### src/design/sfc_pkg.sv
package sfc_pkg;
  // ---------------------------------------------------------------------------
  // Register map (byte offsets)
  // ---------------------------------------------------------------------------
  localparam logic [7:0] ADDR_CTRL    = 8'h00;
  localparam logic [7:0] ADDR_CHARS   = 8'h04;
  localparam logic [7:0] ADDR_PWAIT   = 8'h08;
  localparam logic [7:0] ADDR_RTSOFF  = 8'h0C;
  localparam logic [7:0] ADDR_OUTWAIT = 8'h10;
  localparam logic [7:0] ADDR_FLIM    = 8'h14;
  localparam logic [7:0] ADDR_STATUS  = 8'h18;
  localparam logic [7:0] ADDR_FRAME   = 8'h1C;
  localparam logic [7:0] ADDR_RESTART = 8'h20;

  // ---------------------------------------------------------------------------
  // Field positions
  // ---------------------------------------------------------------------------
  localparam int CTRL_MODE_LSB = 0;
  localparam int CTRL_IFC_LSB  = 2;
  localparam int CTRL_DATA8    = 4;
  localparam int CTRL_FLUSH    = 5;
  localparam int CTRL_PROT     = 6;
  localparam int CHARS_XOFF_LSB = 8;
  localparam int ST_PAUSED     = 8;
  localparam int ST_RTS        = 9;
  localparam int ST_LOST       = 10;
  localparam int ST_TMO        = 11;
  localparam int ST_STATE_LSB  = 12;
  localparam int FRAME_VALID   = 8;

  // ---------------------------------------------------------------------------
  // Types
  // ---------------------------------------------------------------------------
  typedef enum logic [1:0] {
    FC_NONE = 2'h0, FC_XON = 2'h1, FC_RTSCTS = 2'h2, FC_AUTO = 2'h3
  } sfc_mode_t;

  typedef enum logic [1:0] {
    IFC_RS232 = 2'h0, IFC_RS422 = 2'h1, IFC_RS485 = 2'h2
  } sfc_ifc_t;

  typedef enum logic [2:0] {
    ST_IDLE = 3'h0, ST_RTS_WAIT = 3'h1, ST_SEND = 3'h3, ST_HOLD = 3'h2, ST_RTS_OFF = 3'h7
  } sfc_state_t;

  // ---------------------------------------------------------------------------
  // Reset values and limits
  // ---------------------------------------------------------------------------
  localparam logic [7:0]  XON_RST      = 8'h11;
  localparam logic [7:0]  XOFF_RST     = 8'h13;
  localparam logic [7:0]  MASK7        = 8'h7F;
  localparam int          STEP_MS      = 10;
  localparam int          CLK_KHZ      = 50000;
  localparam int          TICK_CYC_DEF = STEP_MS * CLK_KHZ;
  localparam logic [12:0] PWAIT_MIN    = 13'h0002;
  localparam logic [12:0] STEPS_MAX    = 13'h1999;
  localparam logic [12:0] PWAIT_RST    = 13'h0002;
  localparam logic [12:0] RTSOFF_RST   = 13'h0000;
  localparam logic [12:0] OUTWAIT_RST  = 13'h0000;
  localparam logic [7:0]  FRAME_MAX    = 8'hFA;
  localparam logic [7:0]  FRAME_MIN    = 8'h01;
  localparam int          FRAME_W      = 8;
endpackage

### src/design/sfc_flow_rxbuf.sv
`timescale 1ns/1ns
// Notes on behaviour
// RL1: RS 485 port never applies flow control, whatever mode is configured.
// RL2: RTS/CTS and automatic signal control act only on RS 232C.
// RL3: Flow mode is none, XON/XOFF, RTS/CTS or automatic; none after reset.
// RL4: XON and XOFF codes limited to 7FH with seven data bits, else FFH.
// RL5: Paused sender waits for XON or CTS, 20 to 65530 ms, default 20 ms.
// RL6: Partner wait time applies only in XON/XOFF or RTS/CTS mode.
// RL7: Automatic mode holds RTS for a delay after transfer, default 0 ms.
// RL8: Automatic mode raises RTS, waits bounded time for CTS before sending.
// RL9: Partner answers RTS with CTS so transmission may begin.
// RL10: Startup flushes the receive buffer when enabled, else keeps frames.
// RL11: Buffered frames go to the host oldest first.
// RL12: Buffered frame count limited to 1..250, default 250.
// RL13: Overwrite protection on by default; off only allowed with limit 1.
// RL14: One-frame unprotected buffer always delivers the newest frame.
// RL15: Characters carry seven or eight data bits as configured.
// RL16: In XON/XOFF mode XOFF suspends sending until XON arrives.
// RL17: Full protected buffer discards new frames, keeps the old ones.
module sfc_flow_rxbuf #(
  parameter int TICK_CYCLES = sfc_pkg::TICK_CYC_DEF
) (
  input  wire logic                        ref_clk,
  input  wire logic                        arst_n,
  input  wire logic [7:0]                  addr,
  input  wire logic [31:0]                 wdata,
  input  wire logic                        wr_stb,
  input  wire logic                        rd_stb,
  output logic      [31:0]                 rdata,
  input  wire logic                        tx_start,
  input  wire logic                        tx_done,
  input  wire logic                        rx_char_valid,
  input  wire logic [7:0]                  rx_char,
  input  wire logic                        rx_frame_valid,
  input  wire logic [sfc_pkg::FRAME_W-1:0] rx_frame_data,
  input  wire logic                        cts_in,
  output logic                             rts_out,
  output logic                             tx_allow,
  output logic                             tx_timeout
);
  import sfc_pkg::*;

  // ---------------------------------------------------------------------------
  // Helper functions
  // ---------------------------------------------------------------------------
  // Ring pointer advance, wraps at the largest frame count
  function automatic logic [7:0] ptr_inc(input logic [7:0] p);
    ptr_inc = (p == FRAME_MAX - 8'h01) ? 8'h00 : p + 8'h01;
  endfunction

  // Restrict a character to the configured data width
  function automatic logic [7:0] char_mask(input logic [7:0] c, input logic d8);
    char_mask = d8 ? c : (c & MASK7);
  endfunction

  // Clamp a step count to the legal range
  function automatic logic [12:0] steps_clamp(input logic [12:0] v, input logic [12:0] lo);
    steps_clamp = (v < lo) ? lo : ((v > STEPS_MAX) ? STEPS_MAX : v);
  endfunction

  // ---------------------------------------------------------------------------
  // Configuration registers
  // ---------------------------------------------------------------------------
  sfc_mode_t   mode_reg;
  sfc_ifc_t    ifc_reg;
  logic        data8_reg;
  logic        flush_reg;
  logic        prot_reg;
  logic [7:0]  xon_reg;
  logic [7:0]  xoff_reg;
  logic [12:0] pwait_reg;
  logic [12:0] rtsoff_reg;
  logic [12:0] outwait_reg;
  logic [7:0]  flim_reg;
  logic        lost_reg;
  logic        tmo_reg;

  logic wr_ctrl;
  logic wr_chars;
  assign wr_ctrl  = wr_stb && (addr == ADDR_CTRL);
  assign wr_chars = wr_stb && (addr == ADDR_CHARS);

  // Control word and timing fields
  always_ff @(posedge ref_clk or negedge arst_n) begin
    if (!arst_n) begin
      mode_reg    <= FC_NONE; // RL3
      ifc_reg     <= IFC_RS232;
      data8_reg   <= 1'b1;
      flush_reg   <= 1'b1; // RL10
      prot_reg    <= 1'b1; // RL13
      pwait_reg   <= PWAIT_RST; // RL5
      rtsoff_reg  <= RTSOFF_RST; // RL7
      outwait_reg <= OUTWAIT_RST; // RL8
      flim_reg    <= FRAME_MAX; // RL12
    end else if (wr_stb) begin
      if (addr == ADDR_CTRL) begin
        mode_reg  <= sfc_mode_t'(wdata[CTRL_MODE_LSB +: 2]);
        ifc_reg   <= (wdata[CTRL_IFC_LSB +: 2] == 2'h3) ? IFC_RS485 : sfc_ifc_t'(wdata[CTRL_IFC_LSB +: 2]);
        data8_reg <= wdata[CTRL_DATA8];
        flush_reg <= wdata[CTRL_FLUSH];
        prot_reg  <= wdata[CTRL_PROT];
      end else if (addr == ADDR_PWAIT) begin
        pwait_reg <= steps_clamp(wdata[12:0], PWAIT_MIN); // RL5
      end else if (addr == ADDR_RTSOFF) begin
        rtsoff_reg <= steps_clamp(wdata[12:0], 13'h0000); // RL7
      end else if (addr == ADDR_OUTWAIT) begin
        outwait_reg <= steps_clamp(wdata[12:0], 13'h0000); // RL8
      end else if (addr == ADDR_FLIM) begin
        flim_reg <= (wdata[7:0] < FRAME_MIN) ? FRAME_MIN : ((wdata[7:0] > FRAME_MAX) ? FRAME_MAX : wdata[7:0]); // RL12
      end
    end
  end

  // Handshake codes, trimmed to seven bits when the frame has seven data bits
  always_ff @(posedge ref_clk or negedge arst_n) begin
    if (!arst_n) begin
      xon_reg  <= XON_RST;
      xoff_reg <= XOFF_RST;
    end else if (wr_chars) begin
      xon_reg  <= char_mask(wdata[7:0], data8_reg); // RL4
      xoff_reg <= char_mask(wdata[CHARS_XOFF_LSB +: 8], data8_reg); // RL4
    end else if (wr_ctrl && !wdata[CTRL_DATA8]) begin
      xon_reg  <= char_mask(xon_reg, 1'b0); // RL15
      xoff_reg <= char_mask(xoff_reg, 1'b0); // RL15
    end
  end

  // ---------------------------------------------------------------------------
  // Effective flow mode
  // ---------------------------------------------------------------------------
  sfc_mode_t eff_mode;
  always_comb begin
    if (ifc_reg == IFC_RS485) begin
      eff_mode = FC_NONE; // RL1
    end else if ((mode_reg == FC_RTSCTS || mode_reg == FC_AUTO) && ifc_reg != IFC_RS232) begin
      eff_mode = FC_NONE; // RL2
    end else begin
      eff_mode = mode_reg;
    end
  end

  // ---------------------------------------------------------------------------
  // 10 ms timebase
  // ---------------------------------------------------------------------------
  logic [19:0] tick_cnt_reg;
  logic        tick;
  assign tick = (tick_cnt_reg == 20'(TICK_CYCLES - 1));

  // Free running step prescaler
  always_ff @(posedge ref_clk or negedge arst_n) begin
    if (!arst_n) begin
      tick_cnt_reg <= 20'h00000;
    end else begin
      tick_cnt_reg <= tick ? 20'h00000 : tick_cnt_reg + 20'h00001;
    end
  end

  // ---------------------------------------------------------------------------
  // XON/XOFF receive detection
  // ---------------------------------------------------------------------------
  logic paused_reg;
  logic [7:0] rx_c;
  assign rx_c = char_mask(rx_char, data8_reg);

  // Partner pause flag, XOFF sets and XON clears
  always_ff @(posedge ref_clk or negedge arst_n) begin
    if (!arst_n) begin
      paused_reg <= 1'b0;
    end else if (eff_mode != FC_XON) begin
      paused_reg <= 1'b0;
    end else if (rx_char_valid && rx_c == xoff_reg) begin
      paused_reg <= 1'b1; // RL16
    end else if (rx_char_valid && rx_c == xon_reg) begin
      paused_reg <= 1'b0; // RL16
    end
  end

  // ---------------------------------------------------------------------------
  // Transmit flow state machine
  // ---------------------------------------------------------------------------
  sfc_state_t  state_reg;
  sfc_state_t  state_next;
  logic [12:0] wcnt_reg;
  logic [12:0] wcnt_next;
  logic        expire;
  logic        tmo_next;
  logic        rts_next;
  logic        stop_cond;
  assign expire    = (wcnt_reg == 13'h0000);
  assign stop_cond = (eff_mode == FC_XON && paused_reg) || (eff_mode == FC_RTSCTS && !cts_in);

  // Next state, wait counter and RTS level
  always_comb begin
    state_next = state_reg;
    wcnt_next  = (tick && !expire) ? wcnt_reg - 13'h0001 : wcnt_reg;
    tmo_next   = 1'b0;
    rts_next   = rts_out;
    case (state_reg)
      ST_IDLE: begin
        rts_next = (eff_mode == FC_RTSCTS);
        if (tx_start && eff_mode == FC_AUTO) begin
          rts_next   = 1'b1; // RL8
          wcnt_next  = outwait_reg;
          state_next = ST_RTS_WAIT;
        end else if (tx_start) begin
          state_next = ST_SEND;
        end
      end
      ST_RTS_WAIT: begin
        if (cts_in) begin
          state_next = ST_SEND; // RL8 RL9
        end else if (expire) begin
          tmo_next   = 1'b1; // RL8
          rts_next   = 1'b0;
          state_next = ST_IDLE;
        end
      end
      ST_SEND: begin
        if (tx_done && eff_mode == FC_AUTO) begin
          wcnt_next  = rtsoff_reg; // RL7
          state_next = ST_RTS_OFF;
        end else if (tx_done) begin
          state_next = ST_IDLE;
        end else if (stop_cond) begin
          wcnt_next  = pwait_reg; // RL5 RL6
          state_next = ST_HOLD;
        end
      end
      ST_HOLD: begin
        if (!stop_cond) begin
          state_next = ST_SEND; // RL16
        end else if (expire) begin
          tmo_next   = 1'b1; // RL5
          state_next = ST_IDLE;
        end
      end
      ST_RTS_OFF: begin
        if (expire) begin
          rts_next   = 1'b0; // RL7
          state_next = ST_IDLE;
        end
      end
      default: state_next = ST_IDLE;
    endcase
  end

  // State, counter and line outputs
  always_ff @(posedge ref_clk or negedge arst_n) begin
    if (!arst_n) begin
      state_reg  <= ST_IDLE;
      wcnt_reg   <= 13'h0000;
      rts_out    <= 1'b0;
      tx_allow   <= 1'b0;
      tx_timeout <= 1'b0;
    end else begin
      state_reg  <= state_next;
      wcnt_reg   <= wcnt_next;
      rts_out    <= rts_next;
      tx_allow   <= (state_next == ST_SEND); // RL16
      tx_timeout <= tmo_next;
    end
  end

  // ---------------------------------------------------------------------------
  // Receive frame ring buffer
  // ---------------------------------------------------------------------------
  logic [FRAME_W-1:0] mem [0:FRAME_MAX-1];
  logic [7:0] wr_ptr_reg;
  logic [7:0] rd_ptr_reg;
  logic [7:0] count_reg;
  logic       pop;
  logic       eff_prot;
  logic       restart;
  logic       do_push;
  logic       do_over;
  assign pop      = rd_stb && (addr == ADDR_FRAME) && (count_reg != 8'h00);
  assign restart  = wr_stb && (addr == ADDR_RESTART) && wdata[0];
  assign eff_prot = prot_reg || (flim_reg != FRAME_MIN); // RL13
  assign do_push  = rx_frame_valid && (count_reg < flim_reg || (pop && count_reg <= flim_reg)); // RL12
  assign do_over  = rx_frame_valid && !do_push && !eff_prot && count_reg == FRAME_MIN; // RL13

  // Frame storage, not reset so frames survive a startup
  always_ff @(posedge ref_clk) begin
    if (do_push) begin
      mem[wr_ptr_reg] <= rx_frame_data;
    end else if (do_over) begin
      mem[rd_ptr_reg] <= rx_frame_data; // RL14
    end
  end

  // Ring pointers and fill count
  always_ff @(posedge ref_clk or negedge arst_n) begin
    if (!arst_n) begin
      wr_ptr_reg <= 8'h00;
      rd_ptr_reg <= 8'h00;
      count_reg  <= 8'h00;
    end else if (restart && flush_reg) begin
      wr_ptr_reg <= 8'h00; // RL10
      rd_ptr_reg <= 8'h00;
      count_reg  <= 8'h00;
    end else begin
      if (do_push) begin
        wr_ptr_reg <= ptr_inc(wr_ptr_reg);
      end
      if (pop) begin
        rd_ptr_reg <= ptr_inc(rd_ptr_reg); // RL11
      end
      if (do_push && !pop) begin
        count_reg <= count_reg + 8'h01;
      end else if (pop && !do_push) begin
        count_reg <= count_reg - 8'h01;
      end
    end
  end

  // Sticky lost-frame and timeout flags, set beats clear
  always_ff @(posedge ref_clk or negedge arst_n) begin
    if (!arst_n) begin
      lost_reg <= 1'b0;
      tmo_reg  <= 1'b0;
    end else begin
      lost_reg <= (rx_frame_valid && !do_push && !do_over) ||
                  (lost_reg && !(wr_stb && addr == ADDR_STATUS && wdata[ST_LOST])); // RL17
      tmo_reg  <= tmo_next || (tmo_reg && !(wr_stb && addr == ADDR_STATUS && wdata[ST_TMO]));
    end
  end

  // ---------------------------------------------------------------------------
  // Register read port
  // ---------------------------------------------------------------------------
  always_ff @(posedge ref_clk or negedge arst_n) begin
    if (!arst_n) begin
      rdata <= 32'h00000000;
    end else if (!rd_stb) begin
      rdata <= 32'h00000000;
    end else if (addr == ADDR_CTRL) begin
      rdata <= {25'h0, prot_reg, flush_reg, data8_reg, ifc_reg, mode_reg};
    end else if (addr == ADDR_CHARS) begin
      rdata <= {16'h0000, xoff_reg, xon_reg};
    end else if (addr == ADDR_PWAIT) begin
      rdata <= {19'h0, pwait_reg};
    end else if (addr == ADDR_RTSOFF) begin
      rdata <= {19'h0, rtsoff_reg};
    end else if (addr == ADDR_OUTWAIT) begin
      rdata <= {19'h0, outwait_reg};
    end else if (addr == ADDR_FLIM) begin
      rdata <= {24'h000000, flim_reg};
    end else if (addr == ADDR_STATUS) begin
      rdata <= {17'h0, state_reg, tmo_reg, lost_reg, rts_out, paused_reg, count_reg};
    end else if (addr == ADDR_FRAME) begin
      rdata <= {23'h0, pop, pop ? mem[rd_ptr_reg] : 8'h00}; // RL11
    end else begin
      rdata <= 32'h00000000;
    end
  end
endmodule

### config.mk
export PLATFORM = sky130hd
export DESIGN_NAME = sfc_flow_rxbuf
export DESIGN_NICKNAME = d
export VERILOG_FILES = /design/src/design/sfc_pkg.sv /design/src/design/sfc_flow_rxbuf.sv
export SDC_FILE = /design/constraint.sdc
export NUM_CORES = 2
export LEC_CHECK = 0
export ABC_AREA = 1
export BUFFER_PORTS_ARGS = -buffer_cell sky130_fd_sc_hd__buf_2
export CORE_MARGIN = 2
export CORE_UTILIZATION = 39
export CTS_CLUSTER_DIAMETER = 150
export DETAILED_ROUTE_END_ITERATION = 8
export PLACE_DENSITY = 0.5
export SLEW_MARGIN = 20
export SYNTH_ARGS = -nofsm -noshare
export SYNTH_HDL_FRONTEND = slang
export SYNTH_SLANG_ARGS = --single-unit
### constraint.sdc
create_clock -name ref_clk -period 6.6 [get_ports ref_clk]
set_input_delay 0.66 -clock ref_clk [delete_from_list [all_inputs] [get_ports ref_clk]]
set_output_delay 0.66 -clock ref_clk [all_outputs]
set_load 0.02 [all_outputs]
# Word-level counts from Yosys, hierarchy flattened
# Memory sizes are Yosys's and may differ from the RTL's.
# Index checks and enable logic that the tools add are counted.
# classes
n_addsub,6
n_lt_le_gt_ge,7
eq_ne,29
n_mux,68
n_bitwise,4
n_reduce_logical,62
# ops
operator,n
8-bit 2-to-1 mux,20
13-bit 2-to-1 mux,8
15-bit 2-to-1 mux,5
16-bit 2-to-1 mux,3
8-bit by 5-bit == test with 1-bit output (second input constant),4
1-bit logical AND,29
13-bit one-hot mux with 2 select lines,1
8-bit by 1-bit adder with 8-bit output (second input constant),3
3-bit 2-to-1 mux,8
20-bit by 1-bit adder with 20-bit output (second input constant),1
20-bit by 19-bit == test with 1-bit output (second input constant),1
20-bit 2-to-1 mux,1
8-bit by 4-bit == test with 1-bit output (second input constant),2
8-bit == test,2
8-bit == test (second input constant),2
1-bit 2-to-1 mux,15
3-bit one-hot mux with 5 select lines,1
13-bit greater-than comparator (second input constant),1
13-bit logical NOT,1
13-bit by 1-bit < comparator with 1-bit output (second input constant),1
13-bit by 2-bit < comparator with 1-bit output (second input constant),1
13-bit by 1-bit subtractor with 13-bit output (second input constant),1
2-bit == test (second input constant),6
3-bit by 2-bit == test with 1-bit output (second input constant),3
other kinds (32),56
# word_totals
reg_bits,168
mem_bits_rw,2000
inputBits,65
output_inout_bits,35
elab_cells,203
n_memories,1
# memory_table
name,words,word_bits,read_ports,rd_clocked_by_memory_dff,wr,line_no,source
mem,250,8,1,0,1,sfc_flow_rxbuf.sv:267,logic [FRAME_W-1:0] mem [0:FRAME_MAX-1];

# Longest topological paths before layout
# logic_depth
depth_word,15
depth_mapped,26

# Least setup slack after synthesis
# OpenSTA, ideal clock, no wires.
# synth_timing
path_kind,register to register
startpoint,register flim_reg[1]
endpoint,memory mem[193][0] (enable)
arrival_ps,2921
required_time_ps,6230
path_slack_ps,3308
path_stages_with_launch,19
n_path_buf,2
synth_period_minus_slack_ps,3292
cell_sequence,dfstp_2 inv_1 ha_1 inv_1 nor2_1 nor2_1 o21ai_0 nand4_1 o211ai_1 nand2_1 nor3_4 inv_4 buf_6 o21ai_2 inv_2 nor2_4 nand3_2 buf_2 nor2_1
# synth_via
elab_chain_len,13
# synth_rtl
element,line_no,source
start: declaration,sfc_flow_rxbuf.sv:74,logic [7:0] flim_reg;
start signal: assignment,sfc_flow_rxbuf.sv:109,flim_reg <= (wdata[7:0] < FRAME_MIN) ? FRAME_MIN : ((wdata[7:0] > FRAME_MAX) ? FRAME_MAX : wdata[7:0]);
8-bit less-or-equal comparator,sfc_flow_rxbuf.sv:279,assign do_push = rx_frame_valid && (count_reg < flim_reg || (pop && count_reg <= flim_reg));
1-bit logical AND,sfc_flow_rxbuf.sv:279,
1-bit logical OR,sfc_flow_rxbuf.sv:279,
1-bit logical AND,sfc_flow_rxbuf.sv:279,
1-bit logical NOT,sfc_flow_rxbuf.sv:280,assign do_over = rx_frame_valid && !do_push && !eff_prot && count_reg == FRAME_MIN;
1-bit logical AND (3 in a row),sfc_flow_rxbuf.sv:280,
1-bit 2-to-1 mux,sfc_flow_rxbuf.sv:286,end else if (do_over) begin
1-bit 2-to-1 mux,sfc_flow_rxbuf.sv:284,if (do_push) begin
1-bit 2-to-1 mux (not written as such),sfc_flow_rxbuf.sv:287,mem[rd_ptr_reg] <= rx_frame_data;
8-bit OR reduction (no source line),--,
8-bit 2-to-1 mux (no source line) / 1-bit 2-to-1 mux (equally long branches),--,
end: declaration,sfc_flow_rxbuf.sv:267,
# Several ways; a longest one is shown, not always the timed one.

# Worst setup path in the final report
# layout_timing
startpoint,register flim_reg[1]
endpoint,memory mem[82][4] (enable)
# The elaborated chain is that of the path after synthesis.

==> impl_summary.log <==
[metrics] residual antenna-violating net count after detailed routing: 0
[metrics] non-filler cells, final: 12190
[metrics] cell count after placement: 11758
[metrics] I/O Buffers: 67
[metrics] net count reported at finish: 8927
[metrics] path type of the worst setup path: reg2reg
[metrics] chip width: 491 um
[metrics] Most used DFF post-synth: edfxtp_1
[metrics] number of H-tree levels: 4
[metrics] Post-Route Utilization: 43.9%
[metrics] post-synthesis to final-layout area growth: 11.8%
[metrics] endpoint kind of the worst setup timing path: flip-flop
[metrics] total length of routed wires: 274000 um
[metrics] number of pins with negative max-slew slack in the final report: 0
[metrics] cell chain of the critical path: inv_1, ha_1, inv_1, nor2_1, nor2_1, o21ai_0, nand4_1, o211ai_1, nand2_1, nor3_4, inv_4, nand2_1, o21ai_2, nor2_2, nand3_1, buf_4, nor2_1
[metrics] top area cells in the synthesized netlist: edfxtp_1, nand2_1, nor2_1, nand3_1, dfrtp_1
[metrics] initial drt markers: 6267
[metrics] HPWL reported at the end of detailed placement: 159000 um
[metrics] startpoint of the worst register-to-register path: flim_reg[1]
[metrics] post-route fraction of the period consumed by the critical path: 74.5%
[metrics] starting density of the core: 39.3%
[metrics] max cap viols: 0
[metrics] main combinational cell family by area after synthesis: simple AND/OR/NAND/NOR gates
[metrics] top-count cell post-synth: nand2_1
[metrics] post-synthesis compound-gate area fraction: 5.15%
[metrics] Syn Inst Count: 8886
[metrics] Hold Crit Class: in2reg
[metrics] terminus of the critical flop-to-flop path: mem[82][4]
[metrics] worst r2r path cells: 17
[metrics] Die Area: 0.241 mm2
[metrics] cell type with the highest aggregate area in the netlist: edfxtp_1
[metrics] first-pass iteration count of the detailed router: 6
[metrics] number of enable flip-flop cells after synthesis: 2000
[metrics] height of the die: 491 um
[metrics] relative slew slack: 28.4%
[metrics] peak supply drop: 0.263 mV
[metrics] launch point of the worst path: flim_reg[1]
[metrics] accumulated negative setup slack: 0 ns
[metrics] leakage power summed over all cells: 39.1 nW
[metrics] maximum buffer depth of the clock tree: 3
[metrics] core outline area: 0.236 mm2
[metrics] Final Skew: 0.0271 ns
[metrics] CTS clock-pin slew for the worst setup and hold paths: 0.06 ns
[metrics] register area share after synthesis: 69.0%
[metrics] most used cell along the critical path: nor2_1
[metrics] Async SR Flop Fraction: 7.06%
[metrics] flip-flop count of the largest register after layout: 2000
[metrics] DRC: 0
[metrics] slew of the pin with the lowest slew margin: 1.07 ns
[metrics] synthesized-area fraction occupied by adder cells: 0.257%
[metrics] number of fill cells: 22448
[metrics] flop-to-flop setup slack: 1.68 ns
[metrics] Achievable Freq: 0.203 GHz
[metrics] delay of the slowest critical-path stage: 0.76 ns
[metrics] xor-xnor portion of the synthesized cell area: 0.227%
[metrics] number of global-route vias before repair: 61039
[metrics] Avg WL per Cell: 22.4 um
[metrics] post-synthesis area per instance: 10.4 um2
[metrics] via count: 62547
[metrics] number of buffers created by CTS: 229
[metrics] CTS tree: done
[metrics] number of placed I/O pins: 100
[metrics] proportion of layout cells with a drive suffix above 1: 6.99%
[metrics] critical path required time: 7.09 ns
[metrics] top fanout value on the critical path: 16
[metrics] Worst Setup EP: mem[82][4]
[metrics] data arrival time of the critical path: 5.41 ns
[metrics] total gr overflow: 0
[metrics] final hold viol count: 0
[metrics] maximum number of pins on one net before global-route repair: 181
[metrics] Total Routing Usage GR: 22.3%
[metrics] area share of and/or/nand/nor cells after synthesis: 19.9%
[metrics] first-pass GRT wire length: 405000 um
[metrics] clk_lat worst skew: 0.87 ns
[metrics] master of the slowest instance on the critical path: nand3_1
[metrics] number of clock sinks seen by CTS: 2152
[metrics] cell at the root of the clock tree: clkbuf_16
[metrics] area taken by multi-input logic gates: 0.0238 mm2
[metrics] final setup vio count: 0
[metrics] leading cell types by count after synthesis: nand2_1, edfxtp_1, nor2_1
[metrics] antenna violations before repair: 9
[metrics] fraction of post-synthesis cell area in the top cell type by area: 64.9%
[metrics] status: finished, final reports clean
[metrics] post-DR vias/cell: 5.13
[metrics] pwr dens: 310 mW/mm2
[metrics] routability cong.: 0.852
[metrics] post-synth cell types: 56
[metrics] # rows: 178
[metrics] count of warnings emitted by yosys: 0
[metrics] fraction of synthesized area in multiplexers: 0.0351%
[metrics] sequential cell area in the final layout: 0.0639 mm2
[metrics] Worst Setup Start Kind: flip-flop
[metrics] setup repair after global routing missed its margin: no
[metrics] flops & latches, synth: 2152
[metrics] synthesized area: 0.0926 mm2
[metrics] clock period minus final worst setup slack: 4.92 ns
[cell usage in the layout (no fill, tap or decap), types with 6 or more instances in the layout]
| cell | n |
|---|---|
| a211oi_1 | 10 |
| a21oi_1 | 160 |
| a31oi_1 | 6 |
| and3_1 | 9 |
| buf_12 | 20 |
| buf_2 | 58 |
| buf_4 | 110 |
| buf_8 | 8 |
| bufinv_16 | 17 |
| clkbuf_1 | 47 |
| clkbuf_16 | 231 |
| clkinv_1 | 61 |
| clkinv_2 | 54 |
| clkinv_8 | 6 |
| clkinvlp_4 | 9 |
| conb_1 | 16 |
| dfrtp_1 | 133 |
| dfstp_2 | 15 |
| edfxtp_1 | 2000 |
| ha_1 | 19 |
| inv_1 | 741 |
| inv_2 | 16 |
| nand2_1 | 2305 |
| nand2_2 | 10 |
| nand3_1 | 865 |
| nand3_2 | 10 |
| nand4_1 | 16 |
| nor2_1 | 1235 |
| nor2_2 | 6 |
| nor2_4 | 8 |
| nor3_1 | 32 |
| nor4_1 | 13 |
| o211ai_1 | 43 |
| o21ai_0 | 595 |
| o21ai_2 | 7 |
| o22ai_1 | 33 |
| or2_2 | 24 |
| xnor2_1 | 6 |
| xor2_1 | 18 |
[routing by layer]
metal	track usage [%]	routed length, um	share of wire, %	up-vias
li1	-	-	-	29691
met1	32.1	125000	46	30637
met2	35.6	126000	46	1845
met3	2.77	15200	5.5	374
met4	6.13	7250	2.6	0
met5	0	0	0	-
[worst min path at each step]
stage	startpoint	end	slack [ns]	cells past startpoint
after detailed placement	rtsoff_reg[12]	rtsoff_reg[12]	0.48	2
after floorplan	arst_n	count_reg[0]	0.36	0
after global routing	wdata[9]	xoff_reg[1]	0.07	3
final	wdata[9]	xoff_reg[1]	0.09	3
after CTS	wdata[9]	xoff_reg[1]	0.02	3
after global placement	rtsoff_reg[12]	rtsoff_reg[12]	0.47	2
[report_power, final]
group / leakage, nW / internal, mW / switching (mW) / total, mW
logic: 15.8 / 1.07 / 3.31 / 4.38
registers: 19.9 / 15.1 / 0.169 / 15.2
clock network: 3.52 / 7.07 / 5.43 / 12.5
total: 39.1 / 23.2 / 8.91 / 32.1
[metrics by stage]
stage | setup slack [ns] | total power [mW] | hold WS [ns] | area [um2]
global route | 1.50 | 33.3 | 0.0735 | 103000
floorplan | 3.31 | 18.1 | 0.364 | 92600
finish | 1.68 | 32.1 | 0.0922 | 103000
CTS | 1.70 | 32.3 | 0.0216 | 103000
global placement | 1.66 | 19.9 | 0.472 | 96200
detailed placement | 1.62 | 19.9 | 0.479 | 96200
[kinds of logic (layout without fill, tap and decap cells)]
group           count (synthesis)  count (layout)
fa+ha+maj                      19              19
simple gates                 4538            4538
xor+xnor                       24              24
mux                             3               3
other cells                     1              20
buf+inv                      1261            1396
compound gates                888             888
flops                        2152            2152
[critical path, delay by kind of cell, from the launching register on]
kind            cells  cell delay, ns
compound gates      3            0.37
buf+inv             4            0.82
flops               1            0.55
fa+ha+maj           1            0.27
simple gates        9            2.52
[cell type report]
class	instances	area share [%]
multi-input cells	5488	23.0
diodes	4	0.00967
flip-flops and latches	2152	61.8
repair buffers	201	1.63
well taps	3150	3.81
clock buffers	279	5.77
inverters	771	2.82
clock inverters	145	1.19
[what timing repair did]
item,CTS,global route
endpoints found under the hold margin,72,0
setup buffers,0,0
resized for setup,0,0
hold buffers,4,0
Power figures use the tool's default switching activity.
